`src/pbcr_pkg.sv`:
```
// Package for the per-port PHY basic control register bank
package pbcr_pkg;
	localparam int          PORT_LO       = 1;
	localparam int          PORT_HI       = 5;
	localparam logic [4:0]  CTRL_REG_ADDR = 5'h00;
	localparam logic [4:0]  PHY_ADDR_LO   = 5'h01;
	localparam logic [4:0]  PHY_ADDR_HI   = 5'h05;
	localparam logic [1:0]  OP_READ       = 2'h2;
	localparam logic [1:0]  OP_WRITE      = 2'h1;
	localparam int          HDR_BITS      = 12;
	localparam int          DATA_BITS     = 16;
	// Control word field positions
	localparam int BIT_SOFT_RESET   = 15;
	localparam int BIT_LOOPBACK     = 14;
	localparam int BIT_SPEED_100    = 13;
	localparam int BIT_AUTONEG_EN   = 12;
	localparam int BIT_POWER_DOWN   = 11;
	localparam int BIT_ISOLATE      = 10;
	localparam int BIT_AUTONEG_RST  = 9;
	localparam int BIT_FULL_DUPLEX  = 8;
	localparam int BIT_XOVER_ALG    = 5;
	localparam int BIT_FORCE_STRAIT = 4;
	localparam int BIT_XOVER_DIS    = 3;
	localparam int BIT_FEF_DIS      = 2;
	localparam logic [15:0] CTRL_RESET    = 16'h3020;
	// Soft reset duration
	localparam int          SOFT_RST_NS   = 1000;
	localparam int          CLK_NS        = 40;
	localparam int          SOFT_RST_CYC  = (SOFT_RST_NS + CLK_NS - 1) / CLK_NS;
	localparam int          SRC_W         = 6;

	typedef struct packed {
		logic soft_reset;
		logic loopback;
		logic speed_100;
		logic autoneg_enable;
		logic power_down;
		logic line_isolate;
		logic autoneg_restart;
		logic full_duplex;
		logic crossover_algorithm_select;
		logic force_straight;
		logic crossover_disable;
		logic far_end_fault_disable;
	} pbcr_ctrl_t;

	typedef enum logic [2:0] {
		S_IDLE  = 3'b000,
		S_START = 3'b001,
		S_HDR   = 3'b010,
		S_TA    = 3'b011,
		S_DATA  = 3'b100
	} pbcr_state_t;
endpackage : pbcr_pkg

```
`src/pbcr_top.sv`:
```
// Management-frame slave holding the basic control register of five PHY ports
`timescale 1ns/1ps
`default_nettype none

// Functional notes
// - Bit 15 starts soft reset; hardware clears it when done; zero is normal.
// - Bit 14 turns on MAC loopback at that port; clearing restores forwarding.
// - Looped port turns monitor traffic around at its MAC-to-PHY interface.
// - PHY addresses 1 to 5 loop their own port; each bit independent.
// - With negotiation off, bit 13 forces 100 (one) or 10 (zero); resets one.
// - Bit 12 enables auto-negotiation; resets to one.
// - Bit 11 powers the PHY down; resets to zero.
// - Bit 10 isolates the PHY from its transmit pair; resets to zero.
// - Writing one to bit 9 restarts negotiation; resets to zero.
// - With negotiation off, bit 8 forces full (one) or half duplex; resets zero.
// - Bit 5 picks the crossover algorithm, alternate scheme at reset.
// - Bit 4 forces straight pair use; clear means normal crossed mode.
// - Bit 3 disables automatic crossover; resets to zero.
// - Bit 2 disables far-end fault detection; resets to zero.
module pbcr_top (
	// Clock and reset
	input  wire logic                   mclk_in,
	input  wire logic                   rst_n_in,
	// Management link
	input  wire logic                   mdc_in,
	input  wire logic                   mdio_in,
	output logic                        mdio_out,
	output logic                        mdio_oe_out,
	// Per-port controls towards PHY, negotiation logic and MAC
	output pbcr_pkg::pbcr_ctrl_t [5:1]  ctrl_out,
	output logic                 [5:1]  forced_mode_out,
	output logic                 [5:1]  an_restart_pulse_out
);
	import pbcr_pkg::*;

	function automatic logic [15:0] ctrl_to_word(input pbcr_ctrl_t c);
		logic [15:0] w;
		w = 16'h0000;
		w[BIT_SOFT_RESET]   = c.soft_reset;
		w[BIT_LOOPBACK]     = c.loopback;
		w[BIT_SPEED_100]    = c.speed_100;
		w[BIT_AUTONEG_EN]   = c.autoneg_enable;
		w[BIT_POWER_DOWN]   = c.power_down;
		w[BIT_ISOLATE]      = c.line_isolate;
		w[BIT_AUTONEG_RST]  = c.autoneg_restart;
		w[BIT_FULL_DUPLEX]  = c.full_duplex;
		w[BIT_XOVER_ALG]    = c.crossover_algorithm_select;
		w[BIT_FORCE_STRAIT] = c.force_straight;
		w[BIT_XOVER_DIS]    = c.crossover_disable;
		w[BIT_FEF_DIS]      = c.far_end_fault_disable;
		return w;
	endfunction : ctrl_to_word

	function automatic pbcr_ctrl_t word_to_ctrl(input logic [15:0] w);
		pbcr_ctrl_t c;
		c.soft_reset                 = w[BIT_SOFT_RESET];
		c.loopback                   = w[BIT_LOOPBACK];
		c.speed_100                  = w[BIT_SPEED_100];
		c.autoneg_enable             = w[BIT_AUTONEG_EN];
		c.power_down                 = w[BIT_POWER_DOWN];
		c.line_isolate               = w[BIT_ISOLATE];
		c.autoneg_restart            = w[BIT_AUTONEG_RST];
		c.full_duplex                = w[BIT_FULL_DUPLEX];
		c.crossover_algorithm_select = w[BIT_XOVER_ALG];
		c.force_straight             = w[BIT_FORCE_STRAIT];
		c.crossover_disable          = w[BIT_XOVER_DIS];
		c.far_end_fault_disable      = w[BIT_FEF_DIS];
		return c;
	endfunction : word_to_ctrl

	// Pin synchronisers; the first stage feeds only the second
	logic [1:0]   mdc_sync_q;
	logic [1:0]   mdio_sync_q;
	logic         mdc_prev_q;

	always_ff @(posedge mclk_in or negedge rst_n_in) begin
		if (!rst_n_in) begin
			mdc_sync_q  <= 2'h0;
			mdio_sync_q <= 2'h3;
			mdc_prev_q  <= 1'b0;
		end else begin
			mdc_sync_q  <= {mdc_sync_q[0], mdc_in};
			mdio_sync_q <= {mdio_sync_q[0], mdio_in};
			mdc_prev_q  <= mdc_sync_q[1];
		end
	end

	wire mdc_rise = mdc_sync_q[1] & ~mdc_prev_q;
	wire mdio_bit = mdio_sync_q[1];

	// Frame state
	pbcr_state_t  state_q, state_d;
	logic [4:0]   cnt_q, cnt_d;
	logic [11:0]  hdr_q, hdr_d;
	logic [15:0]  shr_q, shr_d;
	logic         seen_one_q, seen_one_d;
	logic         oe_q, oe_d;
	logic         out_q, out_d;

	wire [1:0] hdr_op   = hdr_q[11:10];
	wire [4:0] hdr_phy  = hdr_q[9:5];
	wire [4:0] hdr_reg  = hdr_q[4:0];
	wire       hdr_sel  = (hdr_phy >= PHY_ADDR_LO) && (hdr_phy <= PHY_ADDR_HI)
	                      && (hdr_reg == CTRL_REG_ADDR);
	wire       rd_sel   = hdr_sel && (hdr_op == OP_READ);
	wire       wr_sel   = hdr_sel && (hdr_op == OP_WRITE);
	wire [2:0] port_idx = hdr_phy[2:0];

	pbcr_ctrl_t [5:1] ctrl_q;
	logic [15:0]      rd_word;
	logic             wr_commit;
	logic [15:0]      wr_word;

	always_comb begin
		rd_word = 16'h0000;
		for (int p = PORT_LO; p <= PORT_HI; p++) begin
			if (port_idx == 3'(p)) begin
				rd_word = ctrl_to_word(ctrl_q[p]);
			end
		end
	end

	always_comb begin
		state_d    = state_q;
		cnt_d      = cnt_q;
		hdr_d      = hdr_q;
		shr_d      = shr_q;
		seen_one_d = seen_one_q;
		oe_d       = oe_q;
		out_d      = out_q;
		wr_commit  = 1'b0;
		wr_word    = {shr_q[14:0], mdio_bit};
		if (mdc_rise) begin
			case (state_q)
				S_IDLE: begin
					if (mdio_bit) begin
						seen_one_d = 1'b1;
					end else if (seen_one_q) begin
						state_d = S_START;
					end
				end
				S_START: begin
					seen_one_d = 1'b0;
					cnt_d      = 5'h00;
					state_d    = mdio_bit ? S_HDR : S_IDLE;
				end
				S_HDR: begin
					hdr_d = {hdr_q[10:0], mdio_bit};
					cnt_d = cnt_q + 5'h01;
					if (cnt_q == 5'(HDR_BITS - 1)) begin
						state_d = S_TA;
						cnt_d   = 5'h00;
					end
				end
				S_TA: begin
					if (cnt_q == 5'h00) begin
						cnt_d = 5'h01;
						// Second turnaround bit is driven low by us
						if (rd_sel) begin
							oe_d  = 1'b1;
							out_d = 1'b0;
						end
					end else begin
						state_d = S_DATA;
						cnt_d   = 5'h00;
						shr_d   = rd_word;
						if (rd_sel) begin
							out_d = rd_word[15];
						end
					end
				end
				S_DATA: begin
					cnt_d = cnt_q + 5'h01;
					if (rd_sel) begin
						shr_d = {shr_q[14:0], 1'b0};
						out_d = shr_q[14];
					end else begin
						shr_d = wr_word;
					end
					if (cnt_q == 5'(DATA_BITS - 1)) begin
						state_d   = S_IDLE;
						cnt_d     = 5'h00;
						oe_d      = 1'b0;
						out_d     = 1'b0;
						wr_commit = wr_sel;
					end
				end
				default: begin
					state_d = S_IDLE;
					oe_d    = 1'b0;
				end
			endcase
		end
	end

	always_ff @(posedge mclk_in or negedge rst_n_in) begin
		if (!rst_n_in) begin
			state_q    <= S_IDLE;
			cnt_q      <= 5'h00;
			hdr_q      <= 12'h000;
			shr_q      <= 16'h0000;
			seen_one_q <= 1'b0;
			oe_q       <= 1'b0;
			out_q      <= 1'b0;
		end else begin
			state_q    <= state_d;
			cnt_q      <= cnt_d;
			hdr_q      <= hdr_d;
			shr_q      <= shr_d;
			seen_one_q <= seen_one_d;
			oe_q       <= oe_d;
			out_q      <= out_d;
		end
	end

	assign mdio_out    = out_q;
	assign mdio_oe_out = oe_q;

	// Per-port register storage and soft reset timers
	logic [SRC_W-1:0] srst_cnt_q [5:1];
	logic [5:1]       restart_pulse_q;

	always_ff @(posedge mclk_in or negedge rst_n_in) begin
		if (!rst_n_in) begin
			for (int p = PORT_LO; p <= PORT_HI; p++) begin
				ctrl_q[p]          <= word_to_ctrl(CTRL_RESET);
				srst_cnt_q[p]      <= '0;
				restart_pulse_q[p] <= 1'b0;
			end
		end else begin
			for (int p = PORT_LO; p <= PORT_HI; p++) begin
				restart_pulse_q[p] <= 1'b0;
				if (wr_commit && port_idx == 3'(p)) begin
					// Each address writes only its own port
					ctrl_q[p] <= word_to_ctrl(wr_word);
					restart_pulse_q[p] <= wr_word[BIT_AUTONEG_RST];
					if (wr_word[BIT_SOFT_RESET]) begin
						srst_cnt_q[p] <= SRC_W'(SOFT_RST_CYC);
					end
				end else if (srst_cnt_q[p] == SRC_W'(1)) begin
					// Reset done: defaults return and bit 15 clears itself
					ctrl_q[p]     <= word_to_ctrl(CTRL_RESET);
					srst_cnt_q[p] <= '0;
				end else if (srst_cnt_q[p] != '0) begin
					srst_cnt_q[p] <= srst_cnt_q[p] - SRC_W'(1);
				end
			end
		end
	end

	// Loopback bit goes to the port MAC, which turns frames around
	assign ctrl_out             = ctrl_q;
	assign an_restart_pulse_out = restart_pulse_q;

	// Speed and duplex bits only govern while negotiation is off
	always_comb begin
		for (int p = PORT_LO; p <= PORT_HI; p++) begin
			forced_mode_out[p] = ~ctrl_q[p].autoneg_enable;
		end
	end
endmodule : pbcr_top
`default_nettype wire

```
`config.mk`:
```
export PLATFORM = sky130hd
export DESIGN_NAME = pbcr_top
export DESIGN_NICKNAME = d
export VERILOG_FILES = /design/src/pbcr_pkg.sv /design/src/pbcr_top.sv
export SDC_FILE = /design/constraint.sdc
export NUM_CORES = 1
export LEC_CHECK = 0
export BUFFER_PORTS_ARGS = -buffer_cell sky130_fd_sc_hd__clkbuf_2
export CORE_MARGIN = 1.5
export CORE_UTILIZATION = 53
export DETAILED_ROUTE_END_ITERATION = 8
export PLACE_DENSITY = 0.82
export SLEW_MARGIN = 40
export SYNTH_ARGS = -nofsm -noshare
export SYNTH_HDL_FRONTEND = slang
export SYNTH_SLANG_ARGS = --single-unit
```
`constraint.sdc`:
```
create_clock -name mclk_in -period 2.4 [get_ports mclk_in]
set_input_delay 0.48 -clock mclk_in [delete_from_list [all_inputs] [get_ports mclk_in]]
set_output_delay 0.48 -clock mclk_in [all_outputs]
set_load 0.02 [all_outputs]
```
# Yosys cells after proc, flatten, opt, wreduce, memory -nomap -nowiden
# Index checks and enable logic that the tools add are counted.
op_classes:
  n_addsub: 6
  multipliers: 0
  div: 0
  order_cmp: 2
  eq_ne: 32
  shifts: 0
  mux: 65
  bitwise: 8
  reduce_logical: 43
ops:
  columns: ["op", "count"]
  rows:
  - ["$mux W12", 10]
  - ["$mux W6", 16]
  - ["$mux W16", 5]
  - ["$eq A6 B1 Y1 const B", 5]
  - ["$pmux W15 S2", 1]
  - ["$reduce_bool A6 Y1", 5]
  - ["$sub A6 B1 Y6 const B", 5]
  - ["$ne A2 B2 Y1 const B", 13]
  - ["$pmux W5 S4", 1]
  - ["$mux W1", 19]
  - ["$mux W15", 1]
  - ["$mux W3", 5]
  - ["$pmux W3 S5", 1]
  - ["$reduce_bool A3 Y1", 5]
  - ["$reduce_and A2 Y1", 7]
  - ["$reduce_bool A2 Y1", 7]
  - ["$eq A3 B2 Y1 const B", 4]
  - ["$eq A5 B4 Y1 const B", 2]
  - ["$logic_not A5 Y1", 2]
  - ["$mux W5", 2]
  - ["$eq A3 B3 Y1 const B", 3]
  - ["$logic_and A1 B1 Y1", 9]
  - ["$not A1 Y1", 7]
  - ["$eq A3 B1 Y1 const B", 2]
  - ["17 further kinds", 19]
word_totals:
  regBits: 138
  latch_bits: 0
  ramBits: 0
  rom_bits: 0
  in_bits: 4
  out_inout_bits: 72
  word_cells: 232
  mem_count: 0

# Longest topological paths before layout
logic_depth:
  depth_word: 10
  depth_mapped: 11
  ltp_nobuf: 9

# Worst setup path before layout
# OpenSTA, ideal clock, no wires.
synth_timing:
  path_kind: "reg2reg"
  start: "reg cnt_q[0]"
  end: "reg srst_cnt_q[8] in the netlist's numbering"
  setup_time_ps: 82
  arrival_time_ps: 2195
  t_required_ps: 2318
  setup_slack_ps: 122
  path_stages_with_launch: 10
  n_path_buf: 0
  period_less_slack_ps: 2278
  path_cell_list: "dfrtp_1 ha_1 nand3_1 inv_1 ha_1 and3b_1 nand3_1 nor4_2 mux2_2 o22ai_1"
synth_between:
  elab_chain_cells: 7
  word_cells_on_any_way: 9
  cone_classes: "eq/ne: 2; mux: 4; reduce/logical: 3"
synth_lines:
  columns: ["element", "line", "source"]
  rows:
  - ["from (decl)", "pbcr_top.sv:93", "logic [4:0] cnt_q, cnt_d;"]
  - ["from (signal assigned)", "pbcr_top.sv:207", "cnt_q <= cnt_d;"]
  - ["$eq A5 B4 Y1 *", "pbcr_top.sv:180", "if (cnt_q == 5'(DATA_BITS - 1)) begin"]
  - ["$mux W1 *", "pbcr_top.sv:180", null]
  - ["$mux W1 *", "pbcr_top.sv:134", "case (state_q)"]
  - ["$mux W1 *", "pbcr_top.sv:133", "if (mdc_rise) begin"]
  - ["$logic_and A1 B1 Y1 *", "pbcr_top.sv:233", "if (wr_commit && port_idx == 3'(p)) begin"]
  - ["$ne A2 B2 Y1 (no source line) or $reduce_bool A3 Y1 (tied branches)", null, null]
  - ["$reduce_and A2 Y1 (no source line)", null, null]
  - ["to (signal, indexed assignment)", "pbcr_top.sv:238", "srst_cnt_q[p] <= SRC_W'(SOFT_RST_CYC);"]
  - ["to (signal, indexed assignment)", "pbcr_top.sv:245", "srst_cnt_q[p] <= srst_cnt_q[p] - SRC_W'(1);"]
  - ["to (decl)", "pbcr_top.sv:220", "logic [SRC_W-1:0] srst_cnt_q [5:1];"]
# Mark *: on every way between the ends. The rest lies on a longest branch, timed or not.
# A chain may end at the register's enable or synchronous reset.

# Worst setup path after layout
layout_timing:
  start: "reg cnt_q[0]"
  end: "reg srst_cnt_q[18] in the netlist's numbering"
# The elaborated chain is that of the path after synthesis.

==> flow_metrics.tcl <==
set metrics [dict create \
    wirelength_um 19800 \
    period_share 0.967 \
    netlist_area_um2 7110 \
    avgSynthCellArea_um2 9.39 \
    crit_slowest_cell "dfrtp_1" \
    synth_area_leaders "dfrtp_1, dfstp_2, nand2_1" \
    path_cells "ha_4 -> nand3_1 -> inv_1 -> ha_1 -> and3b_2 -> nand3_4 -> nor4_4 -> buf_6 -> nor4_1 -> a221o_1" \
    synth_cell_types 67 \
    relSlewSlack 0.535 \
    drtPass1Iterations 9 \
    cts_tree "yes" \
    critPathMaxStageDelay_ns 0.41 \
    gp_congestion 0.963 \
    clk_latency_ns 0.43 \
    multi_input_area_um2 3390 \
    grt_pass1_wl_um 31700 \
    instances_no_fill 1044 \
    clkTransAtPathRegs_ns 0.06 \
    portBuffers 75 \
    cts_buffer_depth 2 \
    drc_errors 0 \
    fin_worst_skew_ns 0.0141 \
    crit_family "simple AND/OR/NAND/NOR gates" \
    power.density_nw_per_um2 788 \
    seqCellArea_um2 3470 \
    cp-start-kind "flip-flop" \
    power_mw 6.78 \
    viasPerCell 6.16 \
    placedCellCount 1005 \
    max_freq_ghz 0.431 \
    syn_to_final_growth_pct 21.0 \
    drive_gt1_frac 0.255 \
    finalCriticalPeriod_ns 2.32 \
    p_leak_nw 4.23 \
    grt-ovfl-total 0 \
    placed_cell_area_um2 7850 \
    numCtsBuffers 17 \
    wire_per_inst_um 18.9 \
    syn_nets 775 \
    synthFlopType "dfrtp_1" \
    crit_required_ns 2.72 \
    die_x_um 119 \
    vias 6434 \
    fp.dieH_um 119 \
    synth_seq_cells 138 \
    critPathCaptureType "flip-flop" \
    antennaDiodeCount 0 \
    clkSinkCount 138 \
    setup_tns_ns 0 \
    holdWs_ns 0.133 \
    vdd_drop_max_mv 0.477 \
    nets 873 \
    worst_pin_slew_ns 0.691 \
    drtAntennaViolNets 0 \
    synth_largest_area_cell "dfrtp_1" \
    synthArstFlopShare 1.00 \
    htreeDepth 4 \
    place_hpwl_um 13300 \
    row_count 42 \
    crit_buf_inv 2 \
    setup_viol 0 \
    initial_utilization 0.539 \
    hold_class "in2reg" \
    synth_top_area_frac 0.426 \
    hold_viol 0 \
    synth_seq_area_share 0.489 \
    syn_inst 757 \
    ys_warn_count 0 \
    finalMaxSlewViolations 0 \
    critPathArrivalTime_ns 2.64 \
    final_area_um2 8600 \
    crit_type "reg2reg" \
    nFillCells 1010 \
    synth_edf_count 0 \
    clock-root-buffer "clkbuf_16" \
    core_area_um2 13200 \
    io_pins 76 \
    antenna_found_initial 0 \
    crit_path_max_fanout 7 \
    drt_iter0_drc 724 \
    status "complete, no violations" \
    grt_max_degree 55 \
    die_area_um2 14100 \
    grt_pass1_vias 6070 \
    drv_cap 0 \
    grt_usage 0.287 \
]
## stage by stage
stage,util,setup WS [ns]
floorplan,-,0.122
global placement,0.595,0.00934
detailed placement,0.595,-0.104
CTS,0.646,0.0467
global route,0.652,-0.0194
finish,0.652,0.0788
## report_power, final
group	internal, mW	switching (mW)	total [mW]
sequential	2.52	0.392	2.91
clock	1.87	1.05	2.92
combinational	0.372	0.573	0.945
total	4.77	2.01	6.78
## sequential cells by signal, indices dropped and copies added, names as in the netlist
signal,flops
ctrl_out,60
srst_cnt_q,30
shr_q,15
hdr_q,12
an_restart_pulse_out,5
cnt_q,5
state_q,3
mdc_sync_q,2
mdio_sync_q,2
mdc_prev_q,1
mdio_oe_out,1
mdio_out,1
seen_one_q,1
## worst reg2reg max path, stage by stage (launching register included)
cell and delay, ns:
dfrtp_1 0.41, ha_4 0.18, nand3_1 0.12, inv_1 0.08, ha_1 0.17, and3b_2 0.23, nand3_4 0.14, nor4_4 0.39
buf_6 0.18, nor4_1 0.05, a221o_1 0.26
## cell type report
type,instances,share of cell area
sequential,138,0.404
timing repair buffer,123,0.0889
multi-input combinational,550,0.394
inverter,25,0.0109
tap,176,0.0256
clock inverter,14,0.0255
clock buffer,18,0.0511
## placed cells by master, fill, tap and decap left out, types with 3 or more instances in the layout
master     synthesis  layout
a211oi_1           3       3
a21o_1             8       8
a21oi_1           15      14
a221o_1            4       4
a22o_1             5       5
a22oi_1           11      11
a31o_2             7       7
a31oi_1           17      17
a32o_1             3       3
and2_1             7       7
and3_1             4       4
buf_4              5      44
buf_6              0       3
bufinv_16          0       5
clkbuf_16          0      17
clkbuf_2           0      74
clkinv_4           0       4
dfrtp_1          121     121
dfstp_2           17      17
ha_1              14      13
inv_1             25      25
mux2_2            24      24
mux2i_1            7       7
nand2_1          110     110
nand2b_1           5       5
nand3_1           59      58
nand4_1           10      10
nor2_1            63      63
nor2b_1           11      11
nor3_1            22      22
nor4_1             8       8
nor4_4             2       3
o211ai_1          13      13
o21ai_0           51      51
o21bai_1           3       3
o22ai_1            5       5
o31ai_1            6       6
or3_1              9       9
or4_1              5       5
## synthesized netlist by cell type (2+ instances only)
cell	instances
and3_1	4
nand2b_1	5
dfstp_2	17
nand3_1	59
nand2_1	110
or3_1	9
ha_1	14
inv_1	25
a22o_1	5
o31ai_1	6
nor3_1	22
o2bb2ai_1	2
a31oi_1	17
nor2b_1	11
dfrtp_1	121
nor2_1	63
o21bai_1	3
a221o_1	4
o211ai_1	13
or4_1	5
a21oi_1	15
clkbuf_1	29
mux2_2	24
a21o_1	8
o21ai_0	51
nor4_1	8
a32o_1	3
and3b_1	3
or2_2	3
and2_1	7
o22a_1	2
a211oi_1	3
buf_1	2
nand3b_1	2
buf_2	8
nor4_4	2
a31o_2	7
buf_4	5
nor4_2	3
mux2i_1	7
a22oi_1	11
o22ai_1	5
nand4_1	10
## logic make-up after synthesis
group | share of synthesized area
mux | 0.0495
compound gates | 0.156
simple gates | 0.240
flops | 0.489
buf+inv | 0.0405
fa+ha+maj | 0.0246
## path summary, 6_finish.rpt
check	from	end	slack (ns)	cells past startpoint
min in group asynchronous	rst_n_in	srst_cnt_q[0]	0.51	2
hold reg to reg	mdc_sync_q[0]	mdc_sync_q[1]	0.35	0
setup / recovery	cnt_q[0]	srst_cnt_q[18]	0.08	10
setup reg to reg	cnt_q[0]	srst_cnt_q[18]	0.08	10
max in group asynchronous	rst_n_in	mdio_sync_q[0]	1.20	3
hold / removal	mdio_in	mdio_sync_q[0]	0.13	1
## repair_timing
item                       4_1_cts  5_1_grt
setup endpoints to repair        5       33
hold buffers                     1        0
pin swaps                        1        3
setup buffers                    1        5
hold endpoints to repair        29        0
resized for setup                1        8
## metal layers
metal | part of all wire | global-route usage | up-vias | routed length [um]
met2 | 0.46 | 0.447 | 365 | 9180
li1 | - | - | 2922 | -
met4 | 0.030 | 0.133 | 0 | 596
met1 | 0.41 | 0.391 | 3090 | 8110
met3 | 0.095 | 0.0556 | 57 | 1880
met5 | 0 | 0 | - | 0
Power figures use the tool's default switching activity.
